--- src/pkg/irq_ctrl_pkg.sv ---
// Constants for the vectored interrupt request controller.
// Assumes a byte-wide register port and a core that acknowledges vectors.
package irq_ctrl_pkg;
  // ----------------------------------------
  // Geometry
  // ----------------------------------------
  localparam int NUM_VEC = 20;
  localparam int NUM_PORT_SRC = 12;
  localparam int NUM_PERI_SRC = 8;
  localparam int NUM_EDGE_SEL = 8;
  localparam int VEC_W = 5;
  localparam int ADDR_W = 12;
  // Vector order: 0..7 peripheral group, 8..15 port A pins 7..0, 16..19 port C 3..0
  localparam logic [VEC_W-1:0] VEC_PORTA_BASE = 5'h08;
  localparam logic [VEC_W-1:0] VEC_PORTC_BASE = 5'h10;
  // Peripheral vector slots
  // The converter owns bit 0, so the watchdog takes the free top slot
  localparam int PV_WDT = 7;
  localparam int PV_URX = 4;
  localparam int PV_UTX = 3;
  localparam int PV_CONV = 0;
  // ----------------------------------------
  // Register map
  // ----------------------------------------
  localparam logic [ADDR_W-1:0] ADDR_PERI_REQ = 12'h0FC0;
  localparam logic [ADDR_W-1:0] ADDR_PORTA_REQ = 12'h0FC3;
  localparam logic [ADDR_W-1:0] ADDR_PORTC_REQ = 12'h0FC6;
  localparam logic [ADDR_W-1:0] ADDR_PORTC_ENH = 12'h0FC7;
  localparam logic [ADDR_W-1:0] ADDR_PORTC_ENL = 12'h0FC8;
  localparam logic [ADDR_W-1:0] ADDR_PORTA_ENH = 12'h0FC4;
  localparam logic [ADDR_W-1:0] ADDR_PORTA_ENL = 12'h0FC5;
  localparam logic [ADDR_W-1:0] ADDR_PERI_ENH = 12'h0FC1;
  localparam logic [ADDR_W-1:0] ADDR_PERI_ENL = 12'h0FC2;
  localparam logic [ADDR_W-1:0] ADDR_EDGE_SEL = 12'h0FCD;
  localparam logic [ADDR_W-1:0] ADDR_CTRL = 12'h0FCF;
  localparam logic [ADDR_W-1:0] ADDR_VEC_ADDR = 12'h0FCE;
  localparam logic [7:0] RESET_BYTE = 8'h00;
  // Writable bits of the peripheral request register (reserved 2:1 read zero)
  localparam logic [7:0] PERI_WR_MASK = 8'hF9;
  localparam logic [7:0] PORTC_MASK = 8'h0F;
  localparam int CTRL_GIE = 7;
  // Vector table base address in program memory, two bytes per vector
  localparam logic [15:0] VEC_TABLE_BASE = 16'h0008;
  localparam logic [1:0] PRIO_OFF = 2'h0;
  localparam logic [1:0] PRIO_HIGH = 2'h3;
endpackage

--- src/vectored_irq_ctrl.sv ---
// Vectored interrupt request controller: pending flags, priority, core handoff.
// Assumes sources give one-cycle same-clock requests except pins, which are async.
//
// Contract
// - There are twenty vectors, twelve fed by port pins and eight by peripherals.
// - Eight port pins trigger on a selectable edge, four trigger on both edges.
// - Each source has its own priority from three levels plus disabled.
// - A watchdog time-out raises a request when the reset-select option is 0.
// - A vector is fetched as high byte at an even address then low byte at the odd one.
// - A request sets its pending bit to 1 in vectored and polled handling alike.
// - With interrupts enabled, pending enabled requests are forwarded to the core.
// - With interrupts disabled the core is not interrupted and flags stay readable.
// - Port register bit 7 is pin 7, bit 6 pin 6 or comparator, bits 5..0 pins 5..0.
// - Peripheral register bit 4 is receive, bit 3 transmit, bit 0 converter.
// - The converter and some port sources can be left out per variant.
// - After service the core resumes the work it was doing.
// - A high and low enable bit per source encode disabled, low, nominal, high.
`timescale 1ns/1ps
module vectored_irq_ctrl
  import irq_ctrl_pkg::*;
#(
  parameter bit HAS_CONVERTER = 1'b1,
  parameter logic [7:0] PORTA_PRESENT = 8'hFF,
  parameter logic [3:0] PORTC_PRESENT = 4'hF
) (
  // Clock and reset
  input wire logic sys_clk,
  input wire logic nrst,
  // Register port
  input wire logic [ADDR_W-1:0] reg_addr,
  input wire logic [7:0] reg_wdata,
  input wire logic reg_wr,
  input wire logic reg_rd,
  output logic [7:0] reg_rdata,
  // Request sources
  input wire logic [7:0] port_a_pin,
  input wire logic [3:0] port_c_pin,
  input wire logic comparator_request,
  input wire logic [NUM_PERI_SRC-1:0] peri_request,
  input wire logic watchdog_timeout,
  input wire logic watchdog_reset_select_option,
  // Core handoff
  output logic irq_to_core,
  output logic [VEC_W-1:0] irq_vector,
  output logic [15:0] vec_fetch_addr,
  input wire logic irq_ack,
  output logic watchdog_sys_reset
);
  // ----------------------------------------
  // Reset release
  // ----------------------------------------
  logic rst_s1_reg, rst_n;
  always_ff @(posedge sys_clk or negedge nrst) begin
    if (!nrst) begin
      rst_s1_reg <= 1'b0;
      rst_n <= 1'b0;
    end else begin
      rst_s1_reg <= 1'b1;
      rst_n <= rst_s1_reg;
    end
  end

  // ----------------------------------------
  // Pin synchronisers and edge detection
  // ----------------------------------------
  // Three stages; the first is read only by the second
  logic [11:0] pin_s1_reg, pin_s2_reg, pin_s3_reg, pin_st_reg;
  logic [11:0] pin_s1_next, pin_s2_next, pin_s3_next, pin_st_next;
  logic [11:0] pin_event;
  logic [7:0] edge_sel_reg, edge_sel_next;
  logic [3:0] settle_reg, settle_next;
  always_comb begin
    pin_s1_next = {port_c_pin, port_a_pin};
    pin_s2_next = pin_s1_reg;
    pin_s3_next = pin_s2_reg;
    pin_st_next = pin_st_reg;
    pin_event = '0;
    for (int i = 0; i < NUM_PORT_SRC; i++) begin
      // A change counts once the second and third stages agree
      if (pin_s2_reg[i] == pin_s3_reg[i] && pin_s3_reg[i] != pin_st_reg[i]) begin
        pin_st_next[i] = pin_s3_reg[i];
        if (i < NUM_EDGE_SEL) begin
          pin_event[i] = edge_sel_reg[i] ? !pin_s3_reg[i] : pin_s3_reg[i];
        end else begin
          pin_event[i] = 1'b1;
        end
      end
    end
    // Until the chain holds real pin levels, adopt them quietly: a pin that
    // idles high must not look like a rising edge after reset
    settle_next = (settle_reg << 1) | 4'h1;
    if (!(&settle_reg)) begin
      pin_st_next = pin_s3_reg;
      pin_event = '0;
    end
  end
  always_ff @(posedge sys_clk or negedge rst_n) begin
    if (!rst_n) begin
      pin_s1_reg <= '0;
      pin_s2_reg <= '0;
      pin_s3_reg <= '0;
      pin_st_reg <= '0;
      settle_reg <= 4'h0;
    end else begin
      pin_s1_reg <= pin_s1_next;
      pin_s2_reg <= pin_s2_next;
      pin_s3_reg <= pin_s3_next;
      pin_st_reg <= pin_st_next;
      settle_reg <= settle_next;
    end
  end

  // ----------------------------------------
  // Registers and pending flags
  // ----------------------------------------
  logic [7:0] porta_req_reg, porta_req_next, peri_req_reg, peri_req_next;
  logic [3:0] portc_req_reg, portc_req_next;
  logic [7:0] porta_enh_reg, porta_enh_next, porta_enl_reg, porta_enl_next;
  logic [7:0] peri_enh_reg, peri_enh_next, peri_enl_reg, peri_enl_next;
  logic [3:0] portc_enh_reg, portc_enh_next, portc_enl_reg, portc_enl_next;
  logic gie_reg, gie_next;
  logic [7:0] rdata_reg, rdata_next;
  logic [7:0] porta_set, peri_set;
  logic [3:0] portc_set;
  logic [NUM_VEC-1:0] ack_clr;
  logic [VEC_W-1:0] vec_reg, vec_next;
  logic irq_reg, irq_next, wdt_rst_reg, wdt_rst_next;
  logic [15:0] fetch_reg, fetch_next;

  always_comb begin
    // Pin 6 shares its flag with the comparator
    porta_set = pin_event[7:0] | {1'b0, comparator_request, 6'h00};
    porta_set = porta_set & PORTA_PRESENT;
    portc_set = pin_event[11:8] & PORTC_PRESENT;
    peri_set = peri_request;
    peri_set[PV_WDT] = watchdog_timeout & !watchdog_reset_select_option;
    if (!HAS_CONVERTER) begin
      peri_set[PV_CONV] = 1'b0;
    end
    peri_set = peri_set & PERI_WR_MASK;
    ack_clr = '0;
    if (irq_ack && irq_reg) begin
      ack_clr[vec_reg] = 1'b1;
    end
  end

  // Bit b of a group sits at base + (7 - b) so bit 7 comes first; port C passes base 12, so its bit 3 lands on vector 16
  function automatic logic [7:0] ack_bits(input logic [NUM_VEC-1:0] a, input int base);
    logic [7:0] r;
    r = '0;
    for (int b = 0; b < 8; b++) begin
      if (base + 7 - b < NUM_VEC) begin
        r[b] = a[base + 7 - b];
      end
    end
    return r;
  endfunction

  always_comb begin
    porta_req_next = porta_req_reg;
    peri_req_next = peri_req_reg;
    portc_req_next = portc_req_reg;
    porta_enh_next = porta_enh_reg;
    porta_enl_next = porta_enl_reg;
    peri_enh_next = peri_enh_reg;
    peri_enl_next = peri_enl_reg;
    portc_enh_next = portc_enh_reg;
    portc_enl_next = portc_enl_reg;
    gie_next = gie_reg;
    edge_sel_next = edge_sel_reg;
    if (reg_wr) begin
      unique case (reg_addr)
        ADDR_PORTA_REQ: porta_req_next = reg_wdata;
        ADDR_PERI_REQ: peri_req_next = reg_wdata & PERI_WR_MASK;
        ADDR_PORTC_REQ: portc_req_next = reg_wdata[3:0];
        ADDR_PORTA_ENH: porta_enh_next = reg_wdata;
        ADDR_PORTA_ENL: porta_enl_next = reg_wdata;
        ADDR_PERI_ENH: peri_enh_next = reg_wdata;
        ADDR_PERI_ENL: peri_enl_next = reg_wdata;
        ADDR_PORTC_ENH: portc_enh_next = reg_wdata[3:0];
        ADDR_PORTC_ENL: portc_enl_next = reg_wdata[3:0];
        ADDR_EDGE_SEL: edge_sel_next = reg_wdata;
        ADDR_CTRL: gie_next = reg_wdata[CTRL_GIE];
        default: ;
      endcase
    end
    // Acknowledge clears, then new requests set: a set in the clear cycle wins
    peri_req_next = (peri_req_next & ~ack_bits(ack_clr, 0)) | peri_set;
    porta_req_next = (porta_req_next & ~ack_bits(ack_clr, 8)) | porta_set;
    portc_req_next = (portc_req_next & 4'(~ack_bits(ack_clr, 12))) | portc_set;
    rdata_next = RESET_BYTE;
    if (reg_rd) begin
      unique case (reg_addr)
        ADDR_PORTA_REQ: rdata_next = porta_req_reg;
        ADDR_PERI_REQ: rdata_next = peri_req_reg;
        ADDR_PORTC_REQ: rdata_next = {4'h0, portc_req_reg};
        ADDR_PORTA_ENH: rdata_next = porta_enh_reg;
        ADDR_PORTA_ENL: rdata_next = porta_enl_reg;
        ADDR_PERI_ENH: rdata_next = peri_enh_reg;
        ADDR_PERI_ENL: rdata_next = peri_enl_reg;
        ADDR_PORTC_ENH: rdata_next = {4'h0, portc_enh_reg};
        ADDR_PORTC_ENL: rdata_next = {4'h0, portc_enl_reg};
        ADDR_EDGE_SEL: rdata_next = edge_sel_reg;
        ADDR_CTRL: rdata_next = {gie_reg, 7'h00};
        ADDR_VEC_ADDR: rdata_next = {3'h0, vec_reg};
        default: rdata_next = RESET_BYTE;
      endcase
    end
  end

  // ----------------------------------------
  // Priority selection
  // ----------------------------------------
  logic [NUM_VEC-1:0] pend_flat;
  logic [NUM_VEC-1:0][1:0] prio_flat;
  logic [1:0] best_prio;
  logic best_found;
  logic [VEC_W-1:0] best_vec;
  genvar g;
  generate
    for (g = 0; g < 8; g++) begin : g_flat
      // Priority per source from its high and low enable bits
      assign pend_flat[7-g] = peri_req_reg[g];
      assign prio_flat[7-g] = {peri_enh_reg[g], peri_enl_reg[g]};
      assign pend_flat[15-g] = porta_req_reg[g];
      assign prio_flat[15-g] = {porta_enh_reg[g], porta_enl_reg[g]};
      if (g < 4) begin : g_c
        assign pend_flat[19-g] = portc_req_reg[g];
        assign prio_flat[19-g] = {portc_enh_reg[g], portc_enl_reg[g]};
      end
    end
  endgenerate

  always_comb begin
    best_prio = PRIO_OFF;
    best_found = 1'b0;
    best_vec = '0;
    for (int v = 0; v < NUM_VEC; v++) begin
      // Strictly greater keeps the earliest vector on a tie
      if (pend_flat[v] && prio_flat[v] != PRIO_OFF && prio_flat[v] > best_prio) begin
        best_prio = prio_flat[v];
        best_found = 1'b1;
        best_vec = VEC_W'(v);
      end
    end
    irq_next = gie_reg && best_found && !(irq_ack && irq_reg);
    // Hold the offered vector steady until the core takes it
    vec_next = (irq_reg && !irq_ack) ? vec_reg : best_vec;
    // Core fetches high byte at the even address; the odd one follows
    fetch_next = VEC_TABLE_BASE + {10'h000, vec_next, 1'b0};
    wdt_rst_next = watchdog_timeout & watchdog_reset_select_option;
  end

  always_ff @(posedge sys_clk or negedge rst_n) begin
    if (!rst_n) begin
      porta_req_reg <= RESET_BYTE;
      peri_req_reg <= RESET_BYTE;
      portc_req_reg <= '0;
      porta_enh_reg <= RESET_BYTE;
      porta_enl_reg <= RESET_BYTE;
      peri_enh_reg <= RESET_BYTE;
      peri_enl_reg <= RESET_BYTE;
      portc_enh_reg <= '0;
      portc_enl_reg <= '0;
      edge_sel_reg <= RESET_BYTE;
      gie_reg <= 1'b0;
      rdata_reg <= RESET_BYTE;
      irq_reg <= 1'b0;
      vec_reg <= '0;
      wdt_rst_reg <= 1'b0;
      fetch_reg <= VEC_TABLE_BASE;
    end else begin
      porta_req_reg <= porta_req_next;
      peri_req_reg <= peri_req_next;
      portc_req_reg <= portc_req_next;
      porta_enh_reg <= porta_enh_next;
      porta_enl_reg <= porta_enl_next;
      peri_enh_reg <= peri_enh_next;
      peri_enl_reg <= peri_enl_next;
      portc_enh_reg <= portc_enh_next;
      portc_enl_reg <= portc_enl_next;
      edge_sel_reg <= edge_sel_next;
      gie_reg <= gie_next;
      rdata_reg <= rdata_next;
      irq_reg <= irq_next;
      vec_reg <= vec_next;
      wdt_rst_reg <= wdt_rst_next;
      fetch_reg <= fetch_next;
    end
  end

  assign vec_fetch_addr = fetch_reg;
  assign irq_to_core = irq_reg;
  assign irq_vector = vec_reg;
  assign reg_rdata = rdata_reg;
  assign watchdog_sys_reset = wdt_rst_reg;

  // ----------------------------------------
  // Checks
  // ----------------------------------------
  chk_disabled_quiet: assert property (@(posedge sys_clk) disable iff (!rst_n)
    !gie_reg |=> !irq_reg) else $error("Core interrupted while disabled");
  chk_pending_forward: assert property (@(posedge sys_clk) disable iff (!rst_n)
    gie_reg && best_found && !irq_reg |=> irq_reg) else $error("Request not forwarded");
  chk_wdt_request: assert property (@(posedge sys_clk) disable iff (!rst_n)
    watchdog_timeout && !watchdog_reset_select_option |=> peri_req_reg[PV_WDT])
    else $error("Watchdog request lost");
  chk_porta_set: assert property (@(posedge sys_clk) disable iff (!rst_n)
    porta_set[7] |=> porta_req_reg[7]) else $error("Port flag not set");
  chk_peri_reserved: assert property (@(posedge sys_clk) disable iff (!rst_n)
    peri_req_reg[2:1] == 2'b00) else $error("Reserved bits set");
  chk_ack_clear: assert property (@(posedge sys_clk) disable iff (!rst_n)
    irq_reg && irq_ack && vec_reg == VEC_PORTA_BASE && !porta_set[7] && !reg_wr
    |=> !porta_req_reg[7])
    else $error("Pending bit kept after ack");
  chk_vec_stable: assert property (@(posedge sys_clk) disable iff (!rst_n)
    irq_reg && !irq_ack |=> $stable(vec_reg)) else $error("Vector changed before ack");
  chk_fetch_even: assert property (@(posedge sys_clk) disable iff (!rst_n)
    vec_fetch_addr[0] == 1'b0) else $error("Vector address odd");
  chk_prio_valid: assert property (@(posedge sys_clk) disable iff (!rst_n)
    irq_reg |-> prio_flat[vec_reg] != PRIO_OFF || $past(prio_flat[vec_reg]) != PRIO_OFF)
    else $error("Disabled source offered");
endmodule

--- config.mk ---
export PLATFORM = sky130hd
export DESIGN_NAME = vectored_irq_ctrl
export DESIGN_NICKNAME = d
export VERILOG_FILES = /design/src/pkg/irq_ctrl_pkg.sv /design/src/vectored_irq_ctrl.sv
export SDC_FILE = /design/constraint.sdc
export NUM_CORES = 1
export LEC_CHECK = 0
export BUFFER_PORTS_ARGS = -buffer_cell sky130_fd_sc_hd__buf_2
export CAP_MARGIN = 0
export CORE_MARGIN = 10
export CORE_UTILIZATION = 25
export CTS_CLUSTER_SIZE = 14
export DETAILED_ROUTE_END_ITERATION = 8
export PLACE_DENSITY_LB_ADDON = 0.05
export SETUP_SLACK_MARGIN = 0.15
export SYNTH_ARGS = -nofsm -noshare
export SYNTH_HDL_FRONTEND = slang
export SYNTH_SLANG_ARGS = --single-unit
--- constraint.sdc ---
create_clock -name sys_clk -period 4.21 [get_ports sys_clk]
set_input_delay 0.6315 -clock sys_clk [delete_from_list [all_inputs] [get_ports sys_clk]]
set_output_delay 0.6315 -clock sys_clk [all_outputs]
set_load 0.02 [all_outputs]
==> impl_metrics.tcl <==
set metrics [dict create \
    wire_per_inst_um 20.4 \
    gr-usage-met2 0.264 \
    fin_area_mm2 0.0117 \
    fin_ws_ns -16.18 \
    critical_path.startpoint_type "flop" \
    grt_max_degree 140 \
    hold_viol 0 \
    criticalPathCategory "flop to flop" \
    setup_viol 9 \
    route.detailed.drc 0 \
    drtIter0Drc 533 \
    rsz0062_at_grt "true" \
    top_usage_layer "met2" \
    peakVddDrop_v 0.000265 \
    drv_slew 0 \
    avgSynthCellArea_um2 10.1 \
    cts_buffer_depth 2 \
    cp-end-kind "flop" \
    leakage_uw 0.00542 \
    cts_made_buffers 17 \
    port_buffers 65 \
    synth_simple_gate_area_frac 0.148 \
    crit_path_max_fanout 4 \
    num_vias 7519 \
    clkSinkCount 142 \
    r2r_cells 129 \
    grtUsageTotal 0.156 \
    ys_ff_latch 142 \
    min_period_ns 20.39 \
    drive_gt1_frac 0.468 \
    critical_path_arrival_ns 20.74 \
    coreArea_mm2 0.0305 \
    r2r_start "peri_req_reg[7]" \
    cts_tree "yes" \
    met3_usage 0.0212 \
    maxCapViolCount 0 \
    vias_per_cell 4.98 \
    skew_ns 0.0116 \
    worst_slew_pin_slew_ns 0.910 \
    synth-xor-area-share 0.00228 \
    routabilityCongestion 0.872 \
    crit_required_ns 4.56 \
    netlist_instances 763 \
    synth_enable_flop_cells 0 \
    hp-class "flop to asynchronous set/reset pin" \
    rows 64 \
    rrSetupSlack_ns -16.18 \
    grt_pass1_wl_um 46600 \
    cts_root_buf "clkbuf_16" \
    area_delta_synth_final_pct 51.5 \
    slowest_delay_ns 0.40 \
    antenna_left 0 \
    cts_max_level 4 \
    status "finished, violations left" \
    period_share 4.84 \
    ys_async_sr_fraction 1.00 \
    io_pins 79 \
    yosysSeqAreaShare 0.462 \
    yosysWarnings 0 \
    syn_area_mm2 0.00769 \
    fin_cells 1509 \
    dr.pass1.iters 8 \
    grt_util_met1 0.202 \
    slew_headroom 0.391 \
    synth_compound_area_frac 0.205 \
    startpoint "peri_req_reg[7]" \
    synth_top_family_by_area "compound AO/OA/AOI/OAI gates" \
    routed_wl_um 30700 \
    clk_pin_slew_worst_paths_ns 0.07 \
    die_h_um 195 \
    violations "negative setup slack" \
    dp_slack_ns -16.37 \
    die_w_um 195 \
    cpMaxStageDelayCell "dfrtp_1" \
    power_uw 3210 \
    synth_adder_area_share 0.0387 \
    dp.cells 1366 \
    max_freq_mhz 49.0 \
    nets 1171 \
    muxShareOfSynthArea 0.101 \
    placed_cell_area_mm2 0.00988 \
    antenna_found_initial 0 \
    grt_pass1_vias 7746 \
    overflow 0 \
    dp_hpwl_um 22300 \
    synth_ff_type "dfrtp_1" \
    clk_latency_ns 0.43 \
    p_per_area_mw_per_mm2 276 \
    num_antenna_cells 0 \
    ys_types 73 \
    die-area_mm2 0.0382 \
    start_util 0.252 \
    cpMostUsedCell "buf_4" \
]
## routing by layer
layer | part of all wire | wire length (um)
met4 | 0.020 | 614
met3 | 0.032 | 990
met1 | 0.45 | 13800
met2 | 0.50 | 15300
met5 | 0 | 0
## critical path, delay by kind of cell (launching register included)
| family | cells | cell delay, ns |
|---|---|---|
| xor+xnor | 1 | 0.13 |
| simple gates | 36 | 4.93 |
| mux | 2 | 0.66 |
| compound gates | 41 | 6.16 |
| buf+inv | 32 | 3.78 |
| fa+ha+maj | 17 | 4.30 |
| flops | 1 | 0.40 |
## power breakdown
group	switching [uW]	internal (uW)	leakage [uW]
logic	120	77.6	0.00337
registers	28.3	1400	0.00175
clock network	733	858	0.000297
total	881	2330	0.00542
## through the flow
stage	util	TNS, ns	hold slack, ns
final	0.382	-143.79	0.0890
after global routing	0.382	-152.27	0.0887
after global placement	0.324	-140.13	0.0863
after detailed placement	0.324	-144.18	0.0875
after CTS	0.371	-140.38	0.0909
after floorplan	-	-136.93	0.331
## logic make-up after synthesis
group,Yosys count
and+or+nand+nor,227
AOI/OAI and AO/OA,223
DFF,142
buffers and inverters,72
muxes,71
adders and majority gates,24
other,2
xor gates and xnor gates,2
## layout make-up
class / instances / area [um2]
fill: 3031 / 18900
clock buffer: 17 / 425
sequential: 142 / 3560
tap: 396 / 495
clock inverter: 15 / 189
inverter: 46 / 175
timing repair buffer: 334 / 2390
multi-input combinational: 559 / 4420
## cell usage in the layout, fill, tap and decap left out, types with 5 or more instances in the layout
cell       netlist  layout
nor2_1          67      54
o21a_1           6       6
o21ai_2          2      14
a22o_1           7       7
dfrtp_1        141     140
nand4_1         14      14
o21bai_1         7       7
or3_1            7       5
nor4b_1          7       7
ha_4             0      11
a21oi_1         38      33
nor4bb_1         7       7
nand3_2          0       5
nor2_4           0       8
o22ai_1          7       7
a221oi_1         7       7
nor3_1          11       7
and4_1           5       5
and3_1           8       5
inv_6            0       6
buf_4           12     260
nor2_2           0       5
a21oi_2          1       5
o21ai_0         52      45
nand3_1         14       9
mux2i_1         18      18
nand2_2          1       5
mux2_2          53      49
buf_2            2      65
inv_1           46      44
nand2_1         60      54
ha_1            23      11
a22oi_1         19      18
clkbuf_16        0      17
buf_6            1       6
a222oi_1         9       9
o211ai_1         6       6
a211oi_1         8       6
conb_1           2      12
## synth_stat cells (3+ instances only)
cell type  instances  area (um2)
a211oi_1           8        60.1
a21oi_1           38         190
a221oi_1           7        61.3
a222oi_1           9        90.1
a22o_1             7        61.3
a22oi_1           19         143
a31oi_1            6        37.5
and2_1             8        50.1
and3_1             8        50.1
and4_1             5        43.8
buf_4             12        90.1
clkbuf_1          11        41.3
dfrtp_1          141        3530
ha_1              23         288
inv_1             46         173
mux2_2            53         597
mux2i_1           18         180
nand2_1           60         225
nand2b_1           3        18.8
nand3_1           14        70.1
nand3b_1           4        30.0
nand4_1           14        87.6
nor2_1            67         251
nor2b_1            4        25.0
nor3_1            11        55.1
nor3b_1            4        30.0
nor4b_1            7        61.3
nor4bb_1           7        70.1
o2111a_1           3        33.8
o211ai_1           6        45.0
o21a_1             6        45.0
o21ai_0           52         260
o21ai_1            9        45.0
o21bai_1           7        52.6
o22ai_1            7        43.8
o31ai_1            4        30.0
or3_1              7        43.8
## timing repair
item	4_1_cts	5_1_grt
pin swaps	78	68
gates resized for setup	31	35
buffers inserted	85	25
hold buffers	1	0
endpoints found under the setup margin	9	9
endpoints found under the hold margin	2	0
## final timing paths
| check | end |
|---|---|
| max | vec_fetch_addr[5] |
| min | pin_s1_reg[2] |
| max reg2reg | vec_fetch_addr[5] |
| min reg2reg | pin_s1_reg[2] |
| max in group asynchronous | reg_rdata[3] |
| min in group sys_clk | pin_s1_reg[5] |
No activity file was read; power rests on OpenSTA's default activity.
